==> config.mk <==
export PLATFORM = sky130hd
export DESIGN_NAME = flu_top
export DESIGN_NICKNAME = d
export VERILOG_FILES = /design/src/hw/flu_pkg.sv /design/src/hw/flu_logic_eval.sv /design/src/hw/flu_top.sv
export SDC_FILE = /design/constraint.sdc
export NUM_CORES = 2
export LEC_CHECK = 0
export BUFFER_PORTS_ARGS = -buffer_cell sky130_fd_sc_hd__buf_4
export CORE_MARGIN = 5
export CORE_UTILIZATION = 30
export DETAILED_ROUTE_END_ITERATION = 7
export GPL_TIMING_DRIVEN = 1
export PLACE_DENSITY = 0.52
export REMOVE_ABC_BUFFERS = 1
export SYNTH_ARGS = -nofsm -noshare
export SYNTH_HDL_FRONTEND = slang
export SYNTH_SLANG_ARGS = --single-unit
==> constraint.sdc <==
create_clock -name mclk -period 4.9 [get_ports mclk]
set_input_delay 0.49 -clock mclk [delete_from_list [all_inputs] [get_ports mclk]]
set_output_delay 0.49 -clock mclk [all_outputs]
set_load 0.01 [all_outputs]
==> src/hw/flu_pkg.sv <==
package flu_pkg;
    // bus geometry
    localparam int ADDR_W = 8;
    localparam int DATA_W = 32;
    localparam int REG_SEL_W = 5;
    localparam int NUM_REGS = 32;

    // register offsets (byte addresses)
    localparam logic [7:0] OFF_INSTR = 8'h00;
    localparam logic [7:0] OFF_CR0 = 8'h04;
    localparam logic [7:0] OFF_XER = 8'h08;
    localparam logic [7:0] OFF_STATUS = 8'h0C;
    localparam logic [7:0] OFF_EXEC_CNT = 8'h10;
    localparam logic [7:0] OFF_GR_BASE = 8'h80;

    // opcodes
    localparam logic [5:0] OPC_EXT = 6'h1F;
    localparam logic [5:0] OPC_OR_IMM = 6'h18;
    localparam logic [9:0] XO_NOR = 10'h07C;
    localparam logic [9:0] XO_OR = 10'h1BC;
    localparam logic [9:0] XO_OR_COMPL = 10'h19C;

    // instruction field positions (bit 0 of the word is its lsb)
    localparam int POS_OPC = 26;
    localparam int POS_SRC = 21;
    localparam int POS_DST = 16;
    localparam int POS_SRC2 = 11;
    localparam int POS_XO = 1;
    localparam int POS_REC = 0;

    // condition field 0 bit positions
    localparam int CR_NEG = 3;
    localparam int CR_POS = 2;
    localparam int CR_ZERO = 1;
    localparam int CR_SO = 0;

    // exception register summary-overflow position
    localparam int XER_SO = 31;

    // status bit positions
    localparam int ST_ILLEGAL = 0;
    localparam int ST_DONE = 1;

    // reset values
    localparam logic [3:0] CR0_RST = 4'h0;
    localparam logic [31:0] XER_RST = 32'h00000000;
    localparam logic [31:0] WORD_RST = 32'h00000000;

    // operation kinds
    typedef enum logic [4:0] {
        FLU_OP_NONE = 5'b00001,
        FLU_OP_NOR = 5'b00010,
        FLU_OP_OR = 5'b00100,
        FLU_OP_OR_COMPL = 5'b01000,
        FLU_OP_OR_IMM = 5'b10000
    } flu_op_t;

    // decoded instruction
    typedef struct packed {
        flu_op_t op;
        logic [REG_SEL_W-1:0] source_reg_sel;
        logic [REG_SEL_W-1:0] dest_reg_sel;
        logic [REG_SEL_W-1:0] second_source_sel;
        logic [15:0] unsigned_immediate;
        logic record_flag;
    } flu_dec_t;

    // evaluator answer
    typedef struct packed {
        logic [DATA_W-1:0] value;
        logic writes_cr0;
        logic legal;
    } flu_res_t;
endpackage

==> src/hw/flu_logic_eval.sv <==
`timescale 1ns/100ps
module flu_logic_eval (
    input wire flu_pkg::flu_dec_t dec, // decoded instruction
    input wire logic [31:0] src_a, // first source operand
    input wire logic [31:0] src_b, // second source operand
    output flu_pkg::flu_res_t res // result and side effects
);
    // combinational evaluation of one logical operation
    always_comb begin
        res.value = flu_pkg::WORD_RST;
        res.writes_cr0 = 1'b0;
        res.legal = 1'b1;
        case (dec.op)
            flu_pkg::FLU_OP_NOR: begin // nor
                res.value = ~(src_a | src_b);
                res.writes_cr0 = dec.record_flag;
            end
            flu_pkg::FLU_OP_OR: begin // plain or
                res.value = src_a | src_b;
                res.writes_cr0 = dec.record_flag;
            end
            flu_pkg::FLU_OP_OR_COMPL: begin // or with complement
                res.value = src_a | ~src_b;
                res.writes_cr0 = dec.record_flag;
            end
            flu_pkg::FLU_OP_OR_IMM: begin // immediate, zero extended
                res.value = src_a | {16'h0000, dec.unsigned_immediate};
                res.writes_cr0 = 1'b0;
            end
            default: begin // not handled by this unit
                res.legal = 1'b0;
            end
        endcase
    end
endmodule

==> src/hw/flu_top.sv <==
// Decided for this implementation: the Avalon-MM register port and the placing of the registers.
`timescale 1ns/100ps
module flu_top (
    input wire logic mclk, // core clock, 200 MHz
    input wire logic rst, // async reset, active high
    input wire logic [7:0] avs_address, // byte address
    input wire logic avs_read, // read request
    input wire logic avs_write, // write request
    input wire logic [31:0] avs_writedata, // write data
    input wire logic [3:0] avs_byteenable, // byte lanes
    output logic [31:0] avs_readdata, // read data
    output logic avs_waitrequest, // stall, low on accept edge
    output logic exec_done // one-cycle pulse per executed word
);
    // general register storage
    logic [31:0] gr_q [0:flu_pkg::NUM_REGS-1];
    // condition field 0 and exception register
    logic [3:0] cr0_q;
    logic [31:0] xer_q;
    // sticky status and execution count
    logic illegal_q;
    logic [31:0] exec_cnt_q;
    logic [31:0] last_instr_q;
    // bus handshake state
    logic wait_q;
    logic [31:0] rdata_q;
    logic done_q;

    // request accepted at this edge
    logic acc_rd;
    logic acc_wr;
    // decoded address
    logic hit_instr;
    logic hit_cr0;
    logic hit_xer;
    logic hit_status;
    logic hit_cnt;
    logic hit_gr;
    logic [4:0] gr_idx;
    // byte-lane write mask
    logic [31:0] be_mask;
    // full-word write to the instruction register starts execution
    logic exec_go;
    // decoded instruction and operands
    flu_pkg::flu_dec_t dec;
    flu_pkg::flu_res_t res;
    logic [31:0] src_a;
    logic [31:0] src_b;
    logic [3:0] cr0_new;
    logic [31:0] rd_mux;

    // accept happens on the edge where waitrequest is already low
    assign acc_rd = avs_read && !wait_q;
    assign acc_wr = avs_write && !wait_q;

    // address decode
    always_comb begin
        hit_instr = (avs_address == flu_pkg::OFF_INSTR);
        hit_cr0 = (avs_address == flu_pkg::OFF_CR0);
        hit_xer = (avs_address == flu_pkg::OFF_XER);
        hit_status = (avs_address == flu_pkg::OFF_STATUS);
        hit_cnt = (avs_address == flu_pkg::OFF_EXEC_CNT);
        hit_gr = (avs_address[7] == flu_pkg::OFF_GR_BASE[7]) && (avs_address[1:0] == 2'h0);
        gr_idx = avs_address[6:2];
    end

    // expand byte enables into a bit mask
    always_comb begin
        for (int i = 0; i < 4; i++) begin
            be_mask[i*8 +: 8] = {8{avs_byteenable[i]}};
        end
    end

    // execution only on a full-word write
    assign exec_go = acc_wr && hit_instr && (avs_byteenable == 4'hF);

    // instruction field extraction
    always_comb begin
        dec.source_reg_sel = avs_writedata[flu_pkg::POS_SRC +: 5];
        dec.dest_reg_sel = avs_writedata[flu_pkg::POS_DST +: 5];
        dec.second_source_sel = avs_writedata[flu_pkg::POS_SRC2 +: 5];
        dec.unsigned_immediate = avs_writedata[15:0];
        dec.record_flag = avs_writedata[flu_pkg::POS_REC];
        dec.op = flu_pkg::FLU_OP_NONE;
        if (avs_writedata[flu_pkg::POS_OPC +: 6] == flu_pkg::OPC_OR_IMM) begin // immediate form
            dec.op = flu_pkg::FLU_OP_OR_IMM;
        end else if (avs_writedata[flu_pkg::POS_OPC +: 6] == flu_pkg::OPC_EXT) begin // register forms
            case (avs_writedata[flu_pkg::POS_XO +: 10])
                flu_pkg::XO_NOR: dec.op = flu_pkg::FLU_OP_NOR;
                flu_pkg::XO_OR: dec.op = flu_pkg::FLU_OP_OR;
                flu_pkg::XO_OR_COMPL: dec.op = flu_pkg::FLU_OP_OR_COMPL;
                default: dec.op = flu_pkg::FLU_OP_NONE; // other extended codes
            endcase
        end
    end

    // operand fetch from the register array
    assign src_a = gr_q[dec.source_reg_sel];
    assign src_b = gr_q[dec.second_source_sel];

    // logical evaluation
    flu_logic_eval u_eval (
        .dec(dec),
        .src_a(src_a),
        .src_b(src_b),
        .res(res)
    );

    // new field 0: signed compare with zero, summary overflow copied
    always_comb begin
        cr0_new[flu_pkg::CR_NEG] = res.value[31];
        cr0_new[flu_pkg::CR_POS] = !res.value[31] && (res.value != 32'h00000000);
        cr0_new[flu_pkg::CR_ZERO] = (res.value == 32'h00000000);
        cr0_new[flu_pkg::CR_SO] = xer_q[flu_pkg::XER_SO];
    end

    // read data selection
    always_comb begin
        rd_mux = flu_pkg::WORD_RST;
        if (hit_instr) begin // last full-word instruction write
            rd_mux = last_instr_q;
        end else if (hit_cr0) begin // condition field 0
            rd_mux = {28'h0000000, cr0_q};
        end else if (hit_xer) begin // exception register
            rd_mux = xer_q;
        end else if (hit_status) begin // sticky illegal, done
            rd_mux = {30'h00000000, done_q, illegal_q};
        end else if (hit_cnt) begin // executed word count
            rd_mux = exec_cnt_q;
        end else if (hit_gr) begin // general registers
            rd_mux = gr_q[gr_idx];
        end
    end

    // waitrequest: one stall cycle, then low for the accept edge
    always_ff @(posedge mclk or posedge rst) begin
        if (rst) begin
            wait_q <= 1'b1;
        end else if ((avs_read || avs_write) && wait_q) begin // request seen
            wait_q <= 1'b0;
        end else begin // accepted or idle
            wait_q <= 1'b1;
        end
    end

    // read data, captured so it stands at the accept edge
    always_ff @(posedge mclk or posedge rst) begin
        if (rst) begin
            rdata_q <= flu_pkg::WORD_RST;
        end else if (avs_read && wait_q) begin // load before accept
            rdata_q <= rd_mux;
        end
    end

    // general register array: bus writes or execution result
    always_ff @(posedge mclk) begin
        if (exec_go && res.legal) begin // target register write
            gr_q[dec.dest_reg_sel] <= res.value;
        end else if (acc_wr && hit_gr) begin // software write
            gr_q[gr_idx] <= (gr_q[gr_idx] & ~be_mask) | (avs_writedata & be_mask);
        end
    end

    // condition field 0: record forms or software
    always_ff @(posedge mclk or posedge rst) begin
        if (rst) begin
            cr0_q <= flu_pkg::CR0_RST;
        end else if (exec_go && res.legal && res.writes_cr0) begin // record form only
            cr0_q <= cr0_new;
        end else if (acc_wr && hit_cr0 && avs_byteenable[0]) begin // software write
            cr0_q <= avs_writedata[3:0];
        end
    end

    // exception register: software only, execution never writes it
    always_ff @(posedge mclk or posedge rst) begin
        if (rst) begin
            xer_q <= flu_pkg::XER_RST;
        end else if (acc_wr && hit_xer) begin // software write, ops leave it alone
            xer_q <= (xer_q & ~be_mask) | (avs_writedata & be_mask);
        end
    end

    // sticky illegal flag, set wins over write-one-to-clear
    always_ff @(posedge mclk or posedge rst) begin
        if (rst) begin
            illegal_q <= 1'b0;
        end else if (exec_go && !res.legal) begin // unsupported word
            illegal_q <= 1'b1;
        end else if (acc_wr && hit_status && avs_byteenable[0] && avs_writedata[flu_pkg::ST_ILLEGAL]) begin
            illegal_q <= 1'b0;
        end
    end

    // execution bookkeeping
    always_ff @(posedge mclk or posedge rst) begin
        if (rst) begin
            exec_cnt_q <= flu_pkg::WORD_RST;
            last_instr_q <= flu_pkg::WORD_RST;
            done_q <= 1'b0;
        end else begin
            done_q <= exec_go && res.legal;
            if (exec_go) begin // any full-word instruction write
                last_instr_q <= avs_writedata;
            end
            if (exec_go && res.legal) begin // count executed words
                exec_cnt_q <= exec_cnt_q + 32'h00000001;
            end
        end
    end

    // outputs straight from flip-flops
    assign avs_readdata = rdata_q;
    assign avs_waitrequest = wait_q;
    assign exec_done = done_q;
endmodule

# Word-level counts from Yosys, hierarchy flattened

Memories as Yosys holds them, arrays and structs flattened.
Index checks and enable logic that the tools add are counted.

Equal/unequal tests: 14
$add $sub $neg: 1
Bitwise gates (word level): 11
Reductions and logical operators: 29
Mux-type cells: 24

Operators by type and width:

| operator                                              | number |
|---|---|
| 2-to-1 mux 32 bit                                     | 7 |
| one-hot mux 33 bit (4 select lines)                   | 1 |
| OR 32 bit                                             | 4 |
| bitwise AND 32 bit                                    | 3 |
| inverter 32 bit                                       | 3 |
| adder 32 x 1 -> 32 bit (second input constant)        | 1 |
| logical NOT 32 bit                                    | 1 |
| OR 32 x 16 -> 32 bit                                  | 1 |
| nonzero test 32 bit                                   | 1 |
| OR reduction 32 bit                                   | 1 |
| equality test 10 x 9 -> 1 bit (second input constant) | 2 |
| logical AND 1 bit                                     | 17 |
| equality test 8 x 4 -> 1 bit (second input constant)  | 2 |
| equality test 6 x 5 -> 1 bit (second input constant)  | 2 |
| 2-to-1 mux 4 bit                                      | 3 |
| one-hot mux 4 bit (3 select lines)                    | 1 |
| equality test 10 x 7 -> 1 bit (second input constant) | 1 |
| 2-to-1 mux 1 bit                                      | 10 |
| 2-to-1 mux 5 bit                                      | 2 |
| equality test 8 x 3 -> 1 bit (second input constant)  | 1 |
| equality test 8 x 5 -> 1 bit (second input constant)  | 1 |
| logical NOT 8 bit                                     | 1 |
| equality test 5 x 2 -> 1 bit (second input constant)  | 1 |
| equality test 5 x 3 -> 1 bit (second input constant)  | 1 |
| 8 further kinds                                       | 11 |

Bits in writable memories: 1,024
Memories: 1
Input bits: 48
Flip-flop bits (word level): 135
Output and inout port bits: 34
Word-level logic and storage cells: 88

Memory list:

| name | depth | bits a word | rd ports | clocked after memory_dff | write ports | RTL line      | RTL |
|---|---|---|---|---|---|---|---|
| gr_q | 32    | 32          | 3        | 0                        | 1           | flu_top.sv:16 | `logic [31:0] gr_q [0:flu_pkg::NUM_REGS-1];` |

# Logic depth before layout (Yosys ltp)

Word-level depth: 12
Depth in mapped cells: 16

# Modules after synthesis

From an unflattened synthesis, not the netlist that was laid out.

Cell total of the unflattened synthesis: 3,633
Area total of the unflattened synthesis: 63,076.7 µm²

Modules (own cells, without submodules):

| module         | times used | cells each | area each (µm²) | sequential area each (µm²) |
|---|---|---|---|---|
| flu_top        | 1          | 3,433      | 61,760.5        | 34,129.0 |
| flu_logic_eval | 1          | 200        | 1,316.3         | 0.0 |

# Least setup slack after synthesis

OpenSTA, ideal clock, no wires.

Path kind: input to register
Start: input avs_writedata[11]
End: memory gr_q[0][29] (data pin)
Stages on the path: 13
Slack: 0.513 ns
Buffers on the path: 5
Setup time: 0.454 ns
Arrival time: 3.933 ns
Path through: buf_2 -> buf_4 -> buf_2 -> buf_4 -> buf_4 -> mux4_2 -> nor2_1 -> nor2_1 -> o22ai_1 -> o21ai_0 -> o31ai_1 -> o21ai_0 -> o21ai_0

Longest elaborated chain between the ends: 5
Elaborated cells between the ends (all ways): 7
Classes of those cells: mux (2); bitwise (4); memory (1)

Ends and longest elaborated chain:

| what                                         | RTL line                                                         | RTL |
|---|---|---|
| from (decl)                                  | flu_top.sv:9                                                     | `input wire logic [31:0] avs_writedata,` |
| memory (32 x 32 bit) *                       | n/a                                                              |  |
| inverter 32 bit or OR 32 bit (tied branches) | flu_logic_eval.sv:23, flu_logic_eval.sv:15, flu_logic_eval.sv:19 |  |
| OR 32 bit or inverter 32 bit (tied branches) | flu_logic_eval.sv:23, flu_logic_eval.sv:15                       |  |
| one-hot mux 33 bit (4 select lines) *        | flu_logic_eval.sv:13                                             | `case (dec.op)` |
| 2-to-1 mux 32 bit (no line) *                | n/a                                                              |  |
| to (decl)                                    | flu_top.sv:16                                                    |  |

Every way passes the cells marked *; elsewhere a longest branch is shown, timed or not.

# Final worst setup path

Start: input avs_writedata[31]
End: register cr0_q[1]

Longest elaborated chain between the ends: 9
Elaborated cells between the ends (all ways): 16
Classes of those cells: eq/ne (6); mux (5); reduce/logical (5)

Ends and longest elaborated chain:

| what                                                                                        | RTL line       | RTL |
|---|---|---|
| equality test 6 x 5 -> 1 bit                                                                | flu_top.sv:87  | `end else if (avs_writedata[flu_pkg::POS_OPC +: 6] == flu_pkg::OPC_EXT) begin` |
| 2-to-1 mux 4 bit                                                                            | flu_top.sv:87  |  |
| 2-to-1 mux 5 bit *                                                                          | flu_top.sv:85  | `if (avs_writedata[flu_pkg::POS_OPC +: 6] == flu_pkg::OPC_OR_IMM) begin` |
| parallel branches: the longest is 6 deep, another holds one-hot mux 33 bit (4 select lines) | n/a            |  |
| to (signal assigned)                                                                        | flu_top.sv:167 | `cr0_q <= flu_pkg::CR0_RST;` |
| to (signal assigned)                                                                        | flu_top.sv:169 | `cr0_q <= cr0_new;` |
| to (signal assigned)                                                                        | flu_top.sv:171 | `cr0_q <= avs_writedata[3:0];` |
| to (decl)                                                                                   | flu_top.sv:18  | `logic [3:0] cr0_q;` |

Every way passes the cells marked *.
A chain may end at the register's enable or synchronous reset.

==> flow_summary_export.csv <==
group,metric,value,unit
global_routing,grt_max_degree,92,
pwr,leakage,25.0,nW
die,die_x,469,um
setup_path,crit_type,"input pin to register",
clock_tree,h-tree-depth,4,
sta,min_period,4.36,ns
flow_run,max_cap_violations,0,
setup_path,critPathRequiredTime,5.65,ns
global_routing,grt_pass1_wl,356000,um
pwr,p_switching,5.96,mW
synth,yosys_warnings,0,
detailed_routing,drtPass1Iterations,7,
setup_path,cp_common_cell,"buf_4",
die,fp.coreArea,209000,sq um
sta,hold_viol_final,0,
sta,slew_viol_final,0,
synth,synthFlopType,"edfxtp_1",
clock_tree,cts_buffers,133,
setup_path,critPathArrivalTime,5.11,ns
placed_design,post-place-ws,0.0951,ns
global_routing,grt_remaining_overflow,0,
placed_design,port_buffers,81,
clock_tree,cts_tree,"yes",
synth,synth.distinct_cells,76,
die,die-area,220000,sq um
die,initial_core_util,30.1,%
synth,syn_area_per_cell,16.4,sq um
pwr,sw_frac_of_total,25.3,%
status,status,"completed",
setup_path,critical_path.top_delay_family,"simple AND/OR/NAND/NOR gates",
sta,finalCritPeriodShare,89.0,%
sta,maxSlewHeadroom,13.7,%
synth,syn-cell-area,63100,sq um
clock_tree,clock-sinks,1159,
placed_design,dp.cells,6703,
die,row_count,168,
min_path,hold_class,"input pin to register",
setup_path,crit_path_end_kind,"register",
detailed_routing,via_per_inst,6.19,
detailed_routing,drt_iter0_markers,5889,
layout,instances_no_fill,6965,
global_routing,grt_pass1_vias,42800,
setup_path,critPathMaxFanout,9,
layout,utilization,35.1,%
synth,synthArstFlopShare,11.6,%
layout,areaGrowthSynthToFinish,16.6,%
pwr,power_density,321,nW/um^2
clock_tree,clkTransAtPathRegs,0.06,ns
global_routing,antenna_found_initial,18,
pwr,power.share.clock,42.8,%
placed_design,gp_congestion,0.896,
setup_path,max_stage_delay,1.11,ns
sta,fin_skew,0.0330,ns
pwr,p_seq_share,45.9,%
sta,fin_ws,0.538,ns
sta,tightest_slew,1.29,ns
synth,syn_inst,3837,
global_routing,track_usage,23.1,%
setup_path,slowest_stage,"nor4_1",
detailed_routing,wire_per_inst,37.0,um
layout,drive_above_1_share,34.8,%
clock_tree,ctsLongestPathBuffers,3,
sta,tns,0,ns
detailed_routing,finalWirelength,257000,um
pwr,power_frac_comb,11.2,%
clock_tree,post_cts_resized,0,
pwr,power.internal,17.7,mW
pwr,ir_worst_vdd,0.282,mV
sta,setup_viol,0,
sta,fmax,0.229,GHz
setup_path,worstPathCellList,"dlygate4sd3_1 > buf_4 > nand3b_1 > nor4_1 > buf_4 > and3_1 > buf_4 > mux2i_1 > o22ai_1 > nor4_1 > buf_4 > nand4_1 > nor4_2 > a21o_1",
layout,design_area,73600,sq um
clock_tree,clock_latency,0.82,ns
detailed_routing,drtAntennaViolNets,0,
synth,synth-edff-count,1024,
synth,synth-seq-cells,1159,
detailed_routing,num_vias,43100,
die,io_pins,82,
sta,rsz0062_at_grt,"false",
layout,layout_commonest_cell,"edfxtp_1",
layout,layout_common_cells,"edfxtp_1, mux4_2, mux2i_1, buf_4, nand2_1",
synth,ys_seq_area_share,54.1,%
setup_path,cp_num_buf_inv,5,
die,die_h,469,um
detailed_routing,drc_errors,0,
setup_path,startpoint_type,"input pin",
layout,fin_nets,4096,
clock_tree,root_buffer,"clkbuf_16",
placed_design,place_area,69000,sq um
placed_design,dp_hpwl,167000,um
[cell families (layout without fill, tap and decap cells)]
family	Yosys count	count (layout)	share of synthesized area, %
AO/OA/AOI/OAI	532	532	5.72
XOR/XNOR	31	31	0.430
adder cells (fa/ha/maj)	1	1	0.0198
buffers and inverters	338	656	2.49
flip-flops	1159	1159	54.1
multiplexers	1184	1184	32.9
other	0	5	0
AND/OR/NAND/NOR	592	592	4.30
[registers in the layout, summed over array words and instances, names as in the netlist, named ones only]
signal / flops
illegal_q: 1
avs_readdata: 32
last_instr_q: 32
exec_cnt_q: 32
cr0_q: 4
exec_done: 1
gr_q: 1024
avs_waitrequest: 1
[path summary, 6_finish.rpt]
kind | from | cells past startpoint | slack, ns | to
min in group asynchronous | rst | 3 | 0.29 | last_instr_q[15]$_DFFE_PP0P_
hold / removal | avs_writedata[28] | 3 | 0.05 | last_instr_q[28]$_DFFE_PP0P_
setup / recovery | avs_writedata[31] | 14 | 0.54 | cr0_q[1]$_DFFE_PP0P_
max in group asynchronous | rst | 4 | 3.57 | avs_readdata[31]$_DFFE_PP0P_
setup reg to reg | gr_q[23][26]$_DFFE_PP_ | 12 | 0.97 | cr0_q[1]$_DFFE_PP0P_
hold reg to reg | last_instr_q[26]$_DFFE_PP0P_ | 2 | 0.48 | last_instr_q[26]$_DFFE_PP0P_
[stage by stage]
step	hold WS (ns)	total power, mW
after floorplan	0.445	12.3
after global placement	0.457	13.7
after detailed placement	0.462	13.7
after CTS	0.00864	23.7
after global routing	0.0329	24.3
final	0.0550	23.6
[metal layers]
| layer | vias up | share of wire, % | global-route usage [%] |
|---|---|---|---|
| met2 | 2768 | 46 | 35.6 |
| met4 | 10 | 5.9 | 11.8 |
| li1 | 16700 | - | - |
| met1 | 23100 | 39 | 30.7 |
| met5 | - | 0.026 | 0 |
| met3 | 564 | 9.9 | 5.34 |
[cells in the mapped netlist, types with 21 or more instances]
| library cell | n | area [sq um] |
|---|---|---|
| o21ai_0 | 74 | 370 |
| xnor2_1 | 23 | 201 |
| nand2_1 | 231 | 867 |
| a22oi_1 | 135 | 1010 |
| nand3_1 | 65 | 325 |
| o22ai_1 | 38 | 238 |
| buf_2 | 94 | 470 |
| buf_4 | 35 | 263 |
| nor4_1 | 21 | 131 |
| edfxtp_1 | 1024 | 30700 |
| nor2_1 | 150 | 563 |
| clkbuf_1 | 133 | 499 |
| nor2b_1 | 25 | 156 |
| a222oi_1 | 28 | 280 |
| a31oi_1 | 33 | 206 |
| buf_1 | 49 | 184 |
| mux4_2 | 705 | 15900 |
| mux2i_1 | 398 | 3980 |
| mux2_2 | 81 | 912 |
| a21oi_1 | 112 | 561 |
| dfrtp_1 | 134 | 3350 |
| a221oi_1 | 28 | 245 |
[worst reg2reg max path, cell delays in order, from the launching register on]
cell and delay [ns]:
edfxtp_1 0.39, mux2i_1 0.09, a22oi_1 0.22, a21oi_1 0.12, a2111oi_0 0.40, buf_4 0.19
mux2_2 0.37, a22o_1 0.21, nor4_1 0.97, buf_4 0.25, nand4_1 0.16, nor4_2 0.37
a21o_1 0.17
[power by group through the flow]
stage	logic, mW	clock network (mW)	registers (mW)
floorplan	1.22	0	11.1
CTS	2.63	10.3	10.9
global placement	2.60	0	11.1
detailed placement	2.61	0	11.1
finish	2.65	10.1	10.9
global route	2.75	10.7	10.8
[layout make-up]
type / count / area (sq um)
diodes: 5 / 12.5
clock buffers: 164 / 3540
clock inverters: 79 / 836
fillers: 19800 / 136000
inverters: 21 / 83.8
multi-input cells: 2340 / 27800
flip-flops and latches: 1159 / 34100
well taps: 2805 / 3510
repair buffers: 392 / 3690
[what timing repair did]
action | CTS | global route
setup endpoints to repair | 0 | 0
endpoints found under the hold margin | 68 | 0
hold buffers | 14 | 0
buffers inserted | 0 | 0
Note: power is estimated with default switching activity, not from simulation.
